## src/inc/cstd_defs.svh

```systemverilog
// field positions and register offsets of the descriptor decoder
`ifndef CSTD_DEFS_SVH
`define CSTD_DEFS_SVH
`define CSTD_DIR_BIT        16
`define CSTD_CYCLE_BIT      0
`define CSTD_EVAL_NEXT_BIT  1
`define CSTD_CHAIN_BIT      4
`define CSTD_COMPL_INT_BIT  5
`define CSTD_TYPE_HI        15
`define CSTD_TYPE_LO        10
`define CSTD_INTR_HI        31
`define CSTD_INTR_LO        22
`define CSTD_ISO_LEN_HI     16
`define CSTD_ISO_TBC_HI     21
`define CSTD_ISO_TBC_LO     17
`define CSTD_REG_DW0        4'h0
`define CSTD_REG_DW1        4'h1
`define CSTD_REG_DW2        4'h2
`define CSTD_REG_DW3        4'h3
`define CSTD_REG_CTRL       4'h4
`define CSTD_REG_STAT       4'h5
`define CSTD_REG_RESULT     4'h6
`define CSTD_REG_EVENT      4'h7
`define CSTD_REG_COMPL      4'h8
`define CSTD_TYPE_STATUS    6'h04
`define CSTD_TYPE_DATA      6'h03
`define CSTD_TYPE_ISOCH     6'h05
`endif

```

## src/inc/cstd_pkg.sv

```systemverilog
// types of the descriptor decoder
package cstd_pkg;
    typedef struct packed {
        logic [9:0] intr_target;
        logic       cycle;
        logic       eval_next;
        logic       chain;
        logic       compl_int;
        logic       dir_in;
        logic [5:0] trb_type;
    } cstd_fields_type;
    typedef enum logic [1:0] {
        CSTD_IDLE,
        CSTD_NEXT,
        CSTD_DONE
    } cstd_state_type;
endpackage

```

## src/cstd_decoder.sv

```systemverilog
// status-stage descriptor decoder with a classic wishbone slave
`timescale 1ns/1ps
`include "cstd_defs.svh"
module cstd_decoder #(
    parameter int INTR_COUNT = 8
) (
    input  wire logic        I_CLK,
    input  wire logic        I_RESET,
    input  wire logic        i_wb_cyc,
    input  wire logic        i_wb_stb,
    input  wire logic        i_wb_we,
    input  wire logic [3:0]  i_wb_sel,
    input  wire logic [31:0] i_wb_adr,
    input  wire logic [31:0] i_wb_dat,
    output logic      [31:0] o_wb_dat,
    output logic             o_wb_ack,
    output logic             O_EVENT,
    output logic             O_IRQ_REQ,
    output logic             O_FETCH_NEXT
);
    logic [31:0] dw_q [4];
    logic [31:0] ctrl_q;
    logic [7:0]  compl_q;
    logic        ring_cycle_q;
    logic [31:0] event_q;
    logic        ack_q;
    logic [31:0] rdat_q;
    logic        ev_q;
    logic        irq_q;
    logic        fetch_q;
    logic        valid_q;
    cstd_pkg::cstd_state_type state_q;
    cstd_pkg::cstd_fields_type f;

    function automatic logic [31:0] merge(input logic [31:0] old, input logic [31:0] nw,
                                          input logic [3:0] sel);
        logic [31:0] r;
        r = old;
        for (int b = 0; b < 4; b++) begin
            if (sel[b]) begin
                r[b*8 +: 8] = nw[b*8 +: 8];
            end
        end
        return r;
    endfunction

    wire        req      = i_wb_cyc && i_wb_stb && !ack_q;
    wire [3:0]  idx      = i_wb_adr[5:2];
    wire        wr       = req && i_wb_we;
    wire        wr_ctrl  = wr && (idx == `CSTD_REG_CTRL);
    // ctrl bit0 decodes the loaded descriptor, bit1 reports completion
    wire        go       = wr_ctrl && i_wb_dat[0] && i_wb_sel[0];
    wire        complete = wr_ctrl && i_wb_dat[1] && i_wb_sel[0];
    // reserved bits are never looked at
    // one driver for the whole struct, so no field is driven twice
    assign f = '{
        intr_target: dw_q[2][`CSTD_INTR_HI:`CSTD_INTR_LO],
        cycle:       dw_q[3][`CSTD_CYCLE_BIT],
        eval_next:   dw_q[3][`CSTD_EVAL_NEXT_BIT],
        chain:       dw_q[3][`CSTD_CHAIN_BIT],
        compl_int:   dw_q[3][`CSTD_COMPL_INT_BIT],
        dir_in:      dw_q[3][`CSTD_DIR_BIT],
        trb_type:    dw_q[3][`CSTD_TYPE_HI:`CSTD_TYPE_LO]
    };
    wire is_status  = f.trb_type == `CSTD_TYPE_STATUS;
    wire is_data    = f.trb_type == `CSTD_TYPE_DATA;
    wire is_isoch   = f.trb_type == `CSTD_TYPE_ISOCH;
    wire cycle_ok   = f.cycle == ring_cycle_q;
    wire intr_ok    = 32'(f.intr_target) < INTR_COUNT;
    wire known      = is_status || is_data || is_isoch;
    wire [31:0] result = {f.intr_target, 6'h00, dw_q[2][`CSTD_ISO_TBC_HI:`CSTD_ISO_TBC_LO],
                          is_isoch, is_data, is_status, intr_ok, cycle_ok,
                          f.dir_in, f.compl_int, f.chain, f.eval_next, valid_q, 1'b0};
    wire [31:0] stat   = {28'h0000000, ring_cycle_q, ev_q, fetch_q,
                          state_q == cstd_pkg::CSTD_NEXT};
    wire [31:0] rd_mux = (idx <= `CSTD_REG_DW3)    ? dw_q[idx[1:0]] :
                         (idx == `CSTD_REG_CTRL)   ? ctrl_q :
                         (idx == `CSTD_REG_STAT)   ? stat :
                         (idx == `CSTD_REG_RESULT) ? result :
                         (idx == `CSTD_REG_EVENT)  ? event_q :
                         (idx == `CSTD_REG_COMPL)  ? {24'h000000, compl_q} : 32'h00000000;

    genvar g;
    generate
        for (g = 0; g < 4; g++) begin : g_dw
            always_ff @(posedge I_CLK or posedge I_RESET) begin
                if (I_RESET) begin
                    dw_q[g] <= 32'h00000000;
                end else if (wr && idx == 4'(g)) begin
                    dw_q[g] <= merge(dw_q[g], i_wb_dat, i_wb_sel);
                end
            end
        end
    endgenerate

    always_ff @(posedge I_CLK or posedge I_RESET) begin
        if (I_RESET) begin
            ack_q  <= 1'b0;
            rdat_q <= 32'h00000000;
            ctrl_q <= 32'h00000000;
            compl_q <= 8'h00;
            ring_cycle_q <= 1'b1;
        end else begin
            ack_q  <= req;
            rdat_q <= req ? rd_mux : rdat_q;
            if (wr_ctrl) begin
                ctrl_q <= merge(ctrl_q, i_wb_dat, i_wb_sel) & 32'h00000004;
                ring_cycle_q <= i_wb_sel[0] ? i_wb_dat[2] : ring_cycle_q;
            end
            if (wr && idx == `CSTD_REG_COMPL && i_wb_sel[0]) begin
                compl_q <= i_wb_dat[7:0];
            end
        end
    end

    // event pulse only on the completion write, with compl_int set or a code other than 01
    always_ff @(posedge I_CLK or posedge I_RESET) begin
        if (I_RESET) begin
            state_q <= cstd_pkg::CSTD_IDLE;
            valid_q <= 1'b0;
            fetch_q <= 1'b0;
            ev_q    <= 1'b0;
            irq_q   <= 1'b0;
            event_q <= 32'h00000000;
        end else begin
            ev_q  <= 1'b0;
            irq_q <= 1'b0;
            case (state_q)
                cstd_pkg::CSTD_IDLE: begin
                    if (go) begin
                        valid_q <= known && cycle_ok && intr_ok;
                        if (known && cycle_ok && f.eval_next) begin
                            fetch_q <= 1'b1;
                            state_q <= cstd_pkg::CSTD_NEXT;
                        end else if (known && cycle_ok) begin
                            state_q <= cstd_pkg::CSTD_DONE;
                        end
                    end
                end
                cstd_pkg::CSTD_NEXT: begin
                    // software reloads the next word then pulses go again
                    if (go) begin
                        fetch_q <= 1'b0;
                        state_q <= cstd_pkg::CSTD_DONE;
                    end
                end
                cstd_pkg::CSTD_DONE: begin
                    if (complete) begin
                        state_q <= cstd_pkg::CSTD_IDLE;
                        if (f.compl_int || compl_q != 8'h01) begin
                            ev_q    <= 1'b1;
                            irq_q   <= f.compl_int;
                            event_q <= {f.intr_target, 14'h0000, compl_q};
                        end
                    end
                end
                default: state_q <= cstd_pkg::CSTD_IDLE;
            endcase
        end
    end

    assign o_wb_dat     = rdat_q;
    assign o_wb_ack     = ack_q;
    assign O_EVENT      = ev_q;
    assign O_IRQ_REQ    = irq_q;
    assign O_FETCH_NEXT = fetch_q;
endmodule

```

## config.mk

```make
export PLATFORM = sky130hd
export DESIGN_NAME = cstd_decoder
export DESIGN_NICKNAME = d
export VERILOG_FILES = /design/src/inc/cstd_pkg.sv /design/src/cstd_decoder.sv
export VERILOG_INCLUDE_DIRS = /design/src /design/src/inc
export SDC_FILE = /design/constraint.sdc
export NUM_CORES = 1
export LEC_CHECK = 0
export BUFFER_PORTS_ARGS = -buffer_cell sky130_fd_sc_hd__buf_4
export CORE_ASPECT_RATIO = 2
export CORE_MARGIN = 2
export CORE_UTILIZATION = 41
export CTS_CLUSTER_SIZE = 14
export DETAILED_ROUTE_END_ITERATION = 12
export HOLD_SLACK_MARGIN = 0.06
export PLACE_DENSITY = 0.7
export SYNTH_ARGS = -nofsm -noshare
export SYNTH_HDL_FRONTEND = slang
export SYNTH_SLANG_ARGS = --single-unit
```

## constraint.sdc

```tcl
create_clock -name I_CLK -period 10.4 [get_ports I_CLK]
set_input_delay 1.56 -clock I_CLK [delete_from_list [all_inputs] [get_ports I_CLK]]
set_output_delay 1.56 -clock I_CLK [all_outputs]
set_load 0.02 [all_outputs]
```

==> results of run 1 <==
layout make-up:
type / count / area (um2) / share of cell area [%]
Tap cell: 269 / 336.6 / 3.245
Clock inverter: 12 / 226.5 / 2.184
Clock buffer: 20 / 466.7 / 4.500
Inverter: 8 / 37.54 / 0.3619
Multi-Input combinational cell: 404 / 3777 / 36.42
Sequential cell: 195 / 4881 / 47.06
Timing Repair Buffer: 86 / 645.6 / 6.225
cell usage in the layout (no fill, tap or decap), types with 3 or more instances in the layout:
master,count
sky130_fd_sc_hd__o22ai_1,3
sky130_fd_sc_hd__inv_1,7
sky130_fd_sc_hd__nor4b_1,3
sky130_fd_sc_hd__mux4_2,20
sky130_fd_sc_hd__nor4_1,4
sky130_fd_sc_hd__a22o_1,8
sky130_fd_sc_hd__a22oi_1,8
sky130_fd_sc_hd__nor3_1,8
sky130_fd_sc_hd__dfrtp_1,194
sky130_fd_sc_hd__and2_1,3
sky130_fd_sc_hd__nor2b_1,3
sky130_fd_sc_hd__o211ai_1,6
sky130_fd_sc_hd__a32o_1,3
sky130_fd_sc_hd__a221o_1,4
sky130_fd_sc_hd__o21a_1,6
sky130_fd_sc_hd__bufinv_16,6
sky130_fd_sc_hd__nand4_1,4
sky130_fd_sc_hd__a221oi_1,7
sky130_fd_sc_hd__nor2_1,24
sky130_fd_sc_hd__and3_1,3
sky130_fd_sc_hd__a21oi_1,16
sky130_fd_sc_hd__clkinv_4,3
sky130_fd_sc_hd__o21ai_0,21
sky130_fd_sc_hd__buf_4,86
sky130_fd_sc_hd__nand2_1,21
sky130_fd_sc_hd__mux2_2,146
sky130_fd_sc_hd__nand3b_1,4
sky130_fd_sc_hd__clkbuf_16,17
sky130_fd_sc_hd__mux2i_1,12
sky130_fd_sc_hd__clkbuf_8,3
sky130_fd_sc_hd__a32oi_1,4
sky130_fd_sc_hd__nand2_4,8
sky130_fd_sc_hd__mux2_1,11
sky130_fd_sc_hd__a21o_1,6
sky130_fd_sc_hd__nand2b_1,7
critical path: cells and delay by family:
family / cells / cell delay (ns)
AND/OR/NAND/NOR: 2 / 0.94
buffers and inverters: 2 / 1.09
multiplexers: 1 / 0.37
cells by family (layout without fill, tap and decap cells):
group	after synthesis	in the layout	share of synthesized area, %
buffers and inverters	36	126	1.788
flip-flops	195	195	55.36
XOR/XNOR	2	2	0.1987
multiplexers	189	189	26.53
AO/OA/AOI/OAI	104	104	8.331
AND/OR/NAND/NOR	109	109	7.792
flip-flops by register name, indices dropped and copies added (netlist names):
signal and cells:
O_EVENT 1, O_FETCH_NEXT 1, O_IRQ_REQ 1, compl_q 8, ctrl_q 1, dw_q 128, event_q 18, o_wb_ack 1
o_wb_dat 32, ring_cycle_q 1, state_q 2, valid_q 1
layer usage:
layer  vias to the layer above  track usage, %  wire length [um]
met5                         -               0                 0
met4                         0           11.23              1065
met3                        49           4.865              1154
met2                       209           35.85             12040
met1                      2990           23.07              8041
li1                       2543               -                 -
stage by stage:
stage | total power, mW | worst slack, ns | instance area (um2)
CTS | 1.792 | 6.745 | 10370
global route | 1.845 | 6.622 | 10370
detailed placement | 1.038 | 6.268 | 9678
floorplan | 0.9595 | 3.529 | 8816
finish | 1.776 | 6.723 | 10370
global placement | 1.026 | 6.307 | 9678
final timing paths:
kind,from,to,cells after the start
min in group asynchronous,I_RESET,o_wb_dat[14],2
worst max-delay path,i_wb_adr[2],dw_q[79],5
max in group asynchronous,I_RESET,dw_q[83],3
worst max register to register,o_wb_ack,compl_q[4],5
worst min register to register,o_wb_dat[9],o_wb_dat[9],2
worst min-delay path,o_wb_dat[9],o_wb_dat[9],2
power breakdown:
part	leakage (nW)	switching, mW	internal, mW
Sequential	2.65	0.0339	0.807
Combinational	2.05	0.0967	0.0841
Clock	0.332	0.283	0.471
Total	5.03	0.414	1.36
==> flow_summary.yaml, run 1 <==
synthesis:
  yosys.cell_count.top_type: "sky130_fd_sc_hd__dfrtp_1"
  synthTopCellsByCount: "sky130_fd_sc_hd__dfrtp_1, sky130_fd_sc_hd__mux2_2, sky130_fd_sc_hd__nor2_1"
  mappedNetlistNets: 708
  syn_inst: 635
  avgSynthCellArea_um2: 13.88
  post_synth_instance_area_um2: 8816
  synth-edff-count: 0
  synthesis.yosys.warnings: 0
  yosysSeqAreaShare_pct: 55.36
  postSynthRegisterBits: 195
  async_flop_share_pct: 100.0
  synthDistinctLibCells: 60
  synth_top_area_share_pct: 55.07
  netlist_top_cells_area: "sky130_fd_sc_hd__dfrtp_1, sky130_fd_sc_hd__mux2_2, sky130_fd_sc_hd__mux4_2"
  synth_ff_type: "sky130_fd_sc_hd__dfrtp_1"
  synth.largest_area_cell: "sky130_fd_sc_hd__dfrtp_1"
outcome:
  run_status: "finished clean"
placed_design:
  gp_routability_congestion: 0.8578
  placed_cells: 962
  post-dp-hpwl_mm: 15.35
  port-buffer-count: 80
route:
  vias: 5791
  postRouteWirelength_mm: 22.30
  route.antenna.remaining_nets: 0
  via_per_instance_ratio: 5.826
  drt-initial-drc-count: 292
  drt_first_pass_iters: 5
  drt_drc_violations_left: 0
  detail_route.wl_per_cell_um: 22.44
die:
  fp-row-count: 75
  die_h_um: 211.4
  die-area_um2: 22760
  start_util_pct: 41.94
  pin_count: 109
  core_um2: 21020
  dieWidth_um: 107.7
critical_path:
  critical_path_required_ns: 10.72
  crit_fanout: 61
  element_type_at_the_critical_path_start: "input port"
  ff2ff_setup_slack_ns: 7.89
  path_class: "in -> reg"
  critical_path_arrival_ns: 3.99
  cpPeakStageDelay_ns: 0.72
  setup.worst_path.end_class: "flip-flop"
  worst_path_max_delay_cell: "sky130_fd_sc_hd__nor4_4"
  timing.critical_path.cells: "buf_4 -> inv_1 -> nor4_4 -> nand2_4 -> mux2_1"
cells_and_area:
  syn2layout_area_growth_pct: 17.64
  layout.core_utilization_pct: 49.34
  filler_cell_count: 1846
  antenna_cells_inserted: 0
  num-nets-final: 785
  drive_gt1_share_pct: 41.79
  finalNonFillerCells: 994
global_routing:
  pin_count_of_the_biggest_net_entering_global_routing: 108
  grt_first_pass_wirelength_mm: 34.99
  grt.total_usage_pct: 20.67
  antenna_found_initial: 0
  first_global_vias: 6188
  gr-total-overflow: 0
clock_tree:
  htree_levels: 4
  post_cts.repair.setup_buffers: 0
  cts_resized: 0
  root_buffer_master: "sky130_fd_sc_hd__clkbuf_16"
  clock_pin_slew_on_the_worst_setup_and_hold_paths_ns: 0.07
  inserted_clock_buffers: 17
  ctsHoldBuffers: 0
  worst_skew_pair.late_latency_ns: 0.44
  clk_path_buf_depth: 2
  tritoncts: "built"
  cts_num_sinks: 195
run:
  cap_violations: 0
timing:
  skew_ns: 0.008370
  relSlewSlack_pct: 14.79
  fmaxAchievable_ghz: 0.2719
  report.final.slew_viol_count: 0
  period_share_pct: 35.36
  min_hold_slack_ns: 0.4785
  finalWorstPathRequiredPeriod_ns: 3.677
  hold_viol_final: 0
  worst-slew-pin-transition_ns: 1.273
  setup-tns-final_ns: 0
  setup_violations: 0
  rsz0062_at_grt: "false"
worst_hold_path:
  min_path_type: "reg -> reg"
pwr:
  static-leakage-power_nw: 5.032
  vdd.ir_drop.worst_v: 0.0001155
  powerDensity_nw_per_um2: 171.3
Note: power is estimated with default switching activity, not from simulation.
==> run 2: changes to the inputs <==
- ABC_AREA: unset -> 1
- clock period: 10.4 -> 3.65 ns (I/O delays scaled with it)
==> run 2 against run 1 <==
Against the previous run:
- via count rose by 23%
- critical path depth rose by 4
- synthesized cell count rose by 60%
- critical path type is now reg -> reg
- worst hold slack got worse by 0.23 ns
==> flow_summary.yaml, run 2 <==
die:
  die-area_um2: 22670
  start_util_pct: 41.76
  fp-row-count: 75
  core_um2: 21020
  dieWidth_um: 107.5
  pin_count: 109
  die_h_um: 210.9
global_routing:
  grt.total_usage_pct: 21.56
  pin_count_of_the_biggest_net_entering_global_routing: 104
  gr-total-overflow: 0
  grt_first_pass_wirelength_mm: 37.14
  first_global_vias: 7014
  antenna_found_initial: 0
synthesis:
  synth.largest_area_cell: "sky130_fd_sc_hd__dfrtp_1"
  syn_inst: 1015
  synthAdderAreaFrac_pct: 0
  synthesis.yosys.warnings: 0
  synth.mux.area_fraction_pct: 0
  yosysSeqAreaShare_pct: 55.60
  async_flop_share_pct: 100.0
  post_synth_instance_area_um2: 8778
  synth_top_family_by_area: "simple AND/OR/NAND/NOR gates"
  yosys.cell_count.top_type: "sky130_fd_sc_hd__nand2_1"
  synth-simple-area-share_pct: 26.13
  avgSynthCellArea_um2: 8.649
  synth_compound_gate_area_share_pct: 12.36
  postSynthRegisterBits: 195
  mappedNetlistNets: 1088
  synthDistinctLibCells: 37
  synthTopCellsByCount: "sky130_fd_sc_hd__nand2_1, sky130_fd_sc_hd__dfrtp_1, sky130_fd_sc_hd__o21ai_1"
  synth-edff-count: 0
  synth_top_area_share_pct: 55.30
  synth_xor_area_share_pct: 0.09977
  synth_ff_type: "sky130_fd_sc_hd__dfrtp_1"
  netlist_top_cells_area: "sky130_fd_sc_hd__dfrtp_1, sky130_fd_sc_hd__nand2_1, sky130_fd_sc_hd__o21ai_1"
critical_path:
  timing.critical_path.cells: "inv_1 -> nand3_4 -> buf_4 -> clkinv_1 -> nand2_1 -> nor2_1 -> buf_4 -> a21boi_0 -> o21ai_1"
  element_type_at_the_critical_path_start: "flip-flop"
  path_class: "reg -> reg"
  setup.worst_path.end_class: "flip-flop"
  critical_path_required_ns: 3.97
  critical_path.most_common_cell: "sky130_fd_sc_hd__buf_4"
  crit_fanout: 30
  worst_path_max_delay_cell: "sky130_fd_sc_hd__buf_4"
  critical_path_arrival_ns: 2.30
  cpPeakStageDelay_ns: 0.43
cells_and_area:
  registers.top_by_ff_count: "dw_q"
  syn2layout_area_growth_pct: 15.72
  finalNonFillerCells: 1364
  mostFrequentLayoutCell: "sky130_fd_sc_hd__nand2_1"
  commonest_cells_after_routing_fill_and_taps_aside: "sky130_fd_sc_hd__nand2_1, sky130_fd_sc_hd__dfrtp_1, sky130_fd_sc_hd__o21ai_1"
  num-nets-final: 1155
  final_design_area_no_fill_um2: 10160
  largest_reg_flops: 128
  antenna_cells_inserted: 0
  drive_gt1_share_pct: 15.34
  layout.core_utilization_pct: 48.33
placed_design:
  port-buffer-count: 80
  placement.cell_area_um2: 9569
  dp_slack_ns: 1.315
  gp_routability_congestion: 0.8655
  placed_cells: 1332
  post-dp-hpwl_mm: 15.94
route:
  vias: 7142
  drt_drc_violations_left: 0
  drt-initial-drc-count: 523
  route.antenna.remaining_nets: 0
  postRouteWirelength_mm: 23.04
  via_per_instance_ratio: 5.236
  detail_route.wl_per_cell_um: 16.89
  drt_first_pass_iters: 7
clock_tree:
  inserted_clock_buffers: 17
  clk_path_buf_depth: 2
  htree_levels: 4
  clock_pin_slew_on_the_worst_setup_and_hold_paths_ns: 0.08
  post_cts.repair.setup_buffers: 0
  ctsHoldBuffers: 0
  cts_resized: 0
  root_buffer_master: "sky130_fd_sc_hd__clkbuf_16"
  tritoncts: "built"
  worst_skew_pair.late_latency_ns: 0.45
  cts_num_sinks: 195
timing:
  finalWorstPathRequiredPeriod_ns: 1.988
  fmaxAchievable_ghz: 0.5031
  setup_violations: 0
  worst-slew-pin-transition_ns: 0.9119
  setup-tns-final_ns: 0
  relSlewSlack_pct: 39.06
  period_share_pct: 54.45
  hold_viol_final: 0
  min_hold_slack_ns: 0.2520
  skew_ns: 0.01225
  worst_slack_ns: 1.662
  rsz0062_at_grt: "false"
  report.final.slew_viol_count: 0
outcome:
  run_status: "finished clean"
pwr:
  static-leakage-power_nw: 5.000
  finalPower_mw: 4.772
  vdd.ir_drop.worst_v: 0.0002913
  powerDensity_nw_per_um2: 469.8
worst_hold_path:
  min_path_type: "in -> async"
run:
  cap_violations: 0
## run 2: power breakdown
part / switching [mW] / internal (mW)
Sequential: 0.0920 / 2.30
Clock: 0.887 / 1.00
Combinational: 0.308 / 0.179
Total: 1.29 / 3.48
## run 2: final timing paths
path                                    end  cells after the start         from  slack [ns]
worst min register to register  event_q[23]                      2  event_q[23]        0.47
worst max register to register  o_wb_dat[7]                      9     o_wb_ack        1.66
worst max-delay path            o_wb_dat[7]                      9     o_wb_ack        1.66
min in group I_CLK                 dw_q[98]                      3  i_wb_dat[2]        0.35
max in group asynchronous         dw_q[101]                      3      I_RESET        2.90
worst min-delay path               dw_q[83]                      3      I_RESET        0.25
## run 2: layer usage
layer | GRT usage (%) | routed length (um) | vias up
li1 | - | - | 3455
met5 | 0 | 0 | -
met2 | 37.54 | 12210 | 207
met1 | 25.83 | 8966 | 3435
met4 | 9.903 | 792 | 0
met3 | 3.487 | 1075 | 45
## run 2: kinds of logic (layout without fill, tap and decap cells)
group / Yosys count / count (layout)
xor gates and xnor gates: 1 / 1
AOI/OAI and AO/OA: 198 / 198
and+or+nand+nor: 512 / 512
buffers and inverters: 109 / 189
DFF: 195 / 195
## run 2: final cells by class
type                            count  area, um2
Fill cell                        2039      10860
Clock buffer                       19      452.9
Inverter                           69      266.5
Clock inverter                     13      136.4
Sequential cell                   195       4881
Timing Repair Buffer               88      685.7
Multi-Input combinational cell    711       3400
Tap cell                          269      336.6
## run 2: worst max-delay path, delay by kind of cell, from the launching register on
family / cells / cell delay [ns]
compound gates: 2 / 0.27
simple gates: 3 / 0.33
flops: 1 / 0.35
buf+inv: 4 / 0.87
==> run 3: changes to the inputs <==
- clock period: 3.65 -> 1.85 ns (I/O delays scaled with it)
==> run 3 against run 2 <==
Against the previous run:
- global-route usage rose by 0.26 points
- worst hold slack got worse by 0.13 ns
- sequential power rose by 97%
- clock power rose by 92%
- sequential share of layout area fell by 0.81 points
- combinational power rose by 100%
- wire length barely moved
- setup slack got worse by 1.5 ns
==> flow_summary.yaml, run 3 (synthesis results as in run 2) <==
outcome:
  run_status: "finished clean"
route:
  vias: 7200
  drt_drc_violations_left: 0
  postRouteWirelength_mm: 23.03
  detail_route.wl_per_cell_um: 16.60
  via_per_instance_ratio: 5.191
  drt_first_pass_iters: 5
  route.antenna.remaining_nets: 0
  drt-initial-drc-count: 392
die:
  fp-row-count: 75
  die-area_um2: 22670
  start_util_pct: 41.76
  dieWidth_um: 107.5
  die_h_um: 210.9
  pin_count: 109
  core_um2: 21020
cells_and_area:
  registers.top_by_ff_count: "dw_q"
  num-nets-final: 1178
  final_design_area_no_fill_um2: 10330
  commonest_cells_after_routing_fill_and_taps_aside: "sky130_fd_sc_hd__nand2_1, sky130_fd_sc_hd__dfrtp_1, sky130_fd_sc_hd__buf_4"
  filler_cell_count: 2050
  antenna_cells_inserted: 0
  mostFrequentLayoutCell: "sky130_fd_sc_hd__nand2_1"
  syn2layout_area_growth_pct: 17.70
  finalNonFillerCells: 1387
  largest_reg_flops: 128
  drive_gt1_share_pct: 16.82
  layout.core_utilization_pct: 49.15
timing:
  setup-tns-final_ns: 0
  period_share_pct: 92.63
  report.final.slew_viol_count: 0
  finalWorstPathRequiredPeriod_ns: 1.714
  rsz0062_at_grt: "false"
  hold_viol_final: 0
  min_hold_slack_ns: 0.1227
  skew_ns: 0.01272
  worst_slack_ns: 0.1363
  worst-slew-pin-transition_ns: 0.5127
  relSlewSlack_pct: 65.82
  setup_violations: 0
  fmaxAchievable_ghz: 0.5835
critical_path:
  path_class: "reg -> reg"
  critical_path_required_ns: 2.17
  element_type_at_the_critical_path_start: "flip-flop"
  setup.worst_path.end_class: "flip-flop"
  crit_fanout: 16
  critical_path_arrival_ns: 2.04
global_routing:
  pin_count_of_the_biggest_net_entering_global_routing: 79
  gr-total-overflow: 0
  grt_first_pass_wirelength_mm: 37.98
  antenna_found_initial: 0
  grt.total_usage_pct: 21.82
  first_global_vias: 7227
clock_tree:
  clk_path_buf_depth: 2
  post_cts.repair.setup_buffers: 0
  root_buffer_master: "sky130_fd_sc_hd__clkbuf_16"
  htree_levels: 4
  clock_pin_slew_on_the_worst_setup_and_hold_paths_ns: 0.08
  tritoncts: "built"
  inserted_clock_buffers: 17
  cts_num_sinks: 195
  worst_skew_pair.late_latency_ns: 0.45
placed_design:
  dp_slack_ns: 0.09387
  gp_routability_congestion: 0.9010
  placed_cells: 1353
  placement.cell_area_um2: 9729
  port-buffer-count: 80
  post-dp-hpwl_mm: 16.61
pwr:
  vdd.ir_drop.worst_v: 0.0004925
  finalPower_mw: 9.347
  powerDensity_nw_per_um2: 904.6
  static-leakage-power_nw: 5.100
worst_hold_path:
  min_path_type: "in -> reg"
run:
  cap_violations: 0
-- run 3: cell count changes in the layout (fill, tap and decap cells not counted), sizes merged --
cell | before | now
clkinvlp | 3 | 4
clkbuf | 19 | 18
inv | 74 | 71
buf | 88 | 109
clkinv | 4 | 7
dlygate4sd3 | 0 | 2
-- run 3: critical path: stages, from the launching register on --
cell                      delay [ns]
sky130_fd_sc_hd__dfrtp_1        0.38
sky130_fd_sc_hd__inv_1          0.09
sky130_fd_sc_hd__nand3_4        0.17
sky130_fd_sc_hd__nor2_8         0.16
sky130_fd_sc_hd__buf_4          0.21
sky130_fd_sc_hd__nand3_2        0.33
sky130_fd_sc_hd__nand2_1        0.16
sky130_fd_sc_hd__o21ai_1        0.08
-- run 3: repair_timing --
action,4_1_cts,5_1_grt
hold buffers,2,0
resized for setup,0,1
endpoints found under the setup margin,0,7
hold endpoints to repair,30,0
-- run 3: per-layer routing --
| metal | GRT usage (%) | vias to the layer above | wire length, um |
|---|---|---|---|
| met5 | 0 | - | 0 |
| met4 | 9.637 | 0 | 783 |
| met3 | 3.301 | 42 | 886 |
| met2 | 38.37 | 188 | 12490 |
| met1 | 26.14 | 3471 | 8860 |
| li1 | - | 3499 | - |
-- run 3: where the power goes --
part	leakage [nW]	switching, mW	total (mW)	internal, mW
registers	2.66	0.188	4.73	4.55
logic	2.16	0.611	0.992	0.381
clock network	0.274	1.72	3.62	1.90
-- run 3: cell type report --
cell class / count / area (um2) / share of cell area [%]
Clock buffer: 18 / 429.2 / 4.154
Clock inverter: 14 / 146.4 / 1.417
Timing Repair Buffer: 111 / 875.8 / 8.477
Sequential cell: 195 / 4881 / 47.24
Tap cell: 269 / 336.6 / 3.257
Inverter: 69 / 266.5 / 2.579
Multi-Input combinational cell: 711 / 3397 / 32.88
-- run 3: worst paths after layout --
kind	slack (ns)	cells after the start	start	endpoint
min reg2reg	0.48	2	event_q[24]	event_q[24]
max	0.14	7	o_wb_ack	dw_q[3]
max in group asynchronous	0.81	4	I_RESET	event_q[4]
max reg2reg	0.14	7	o_wb_ack	dw_q[3]
min	0.12	3	i_wb_dat[13]	dw_q[45]
min in group asynchronous	0.35	3	I_RESET	o_wb_dat[17]
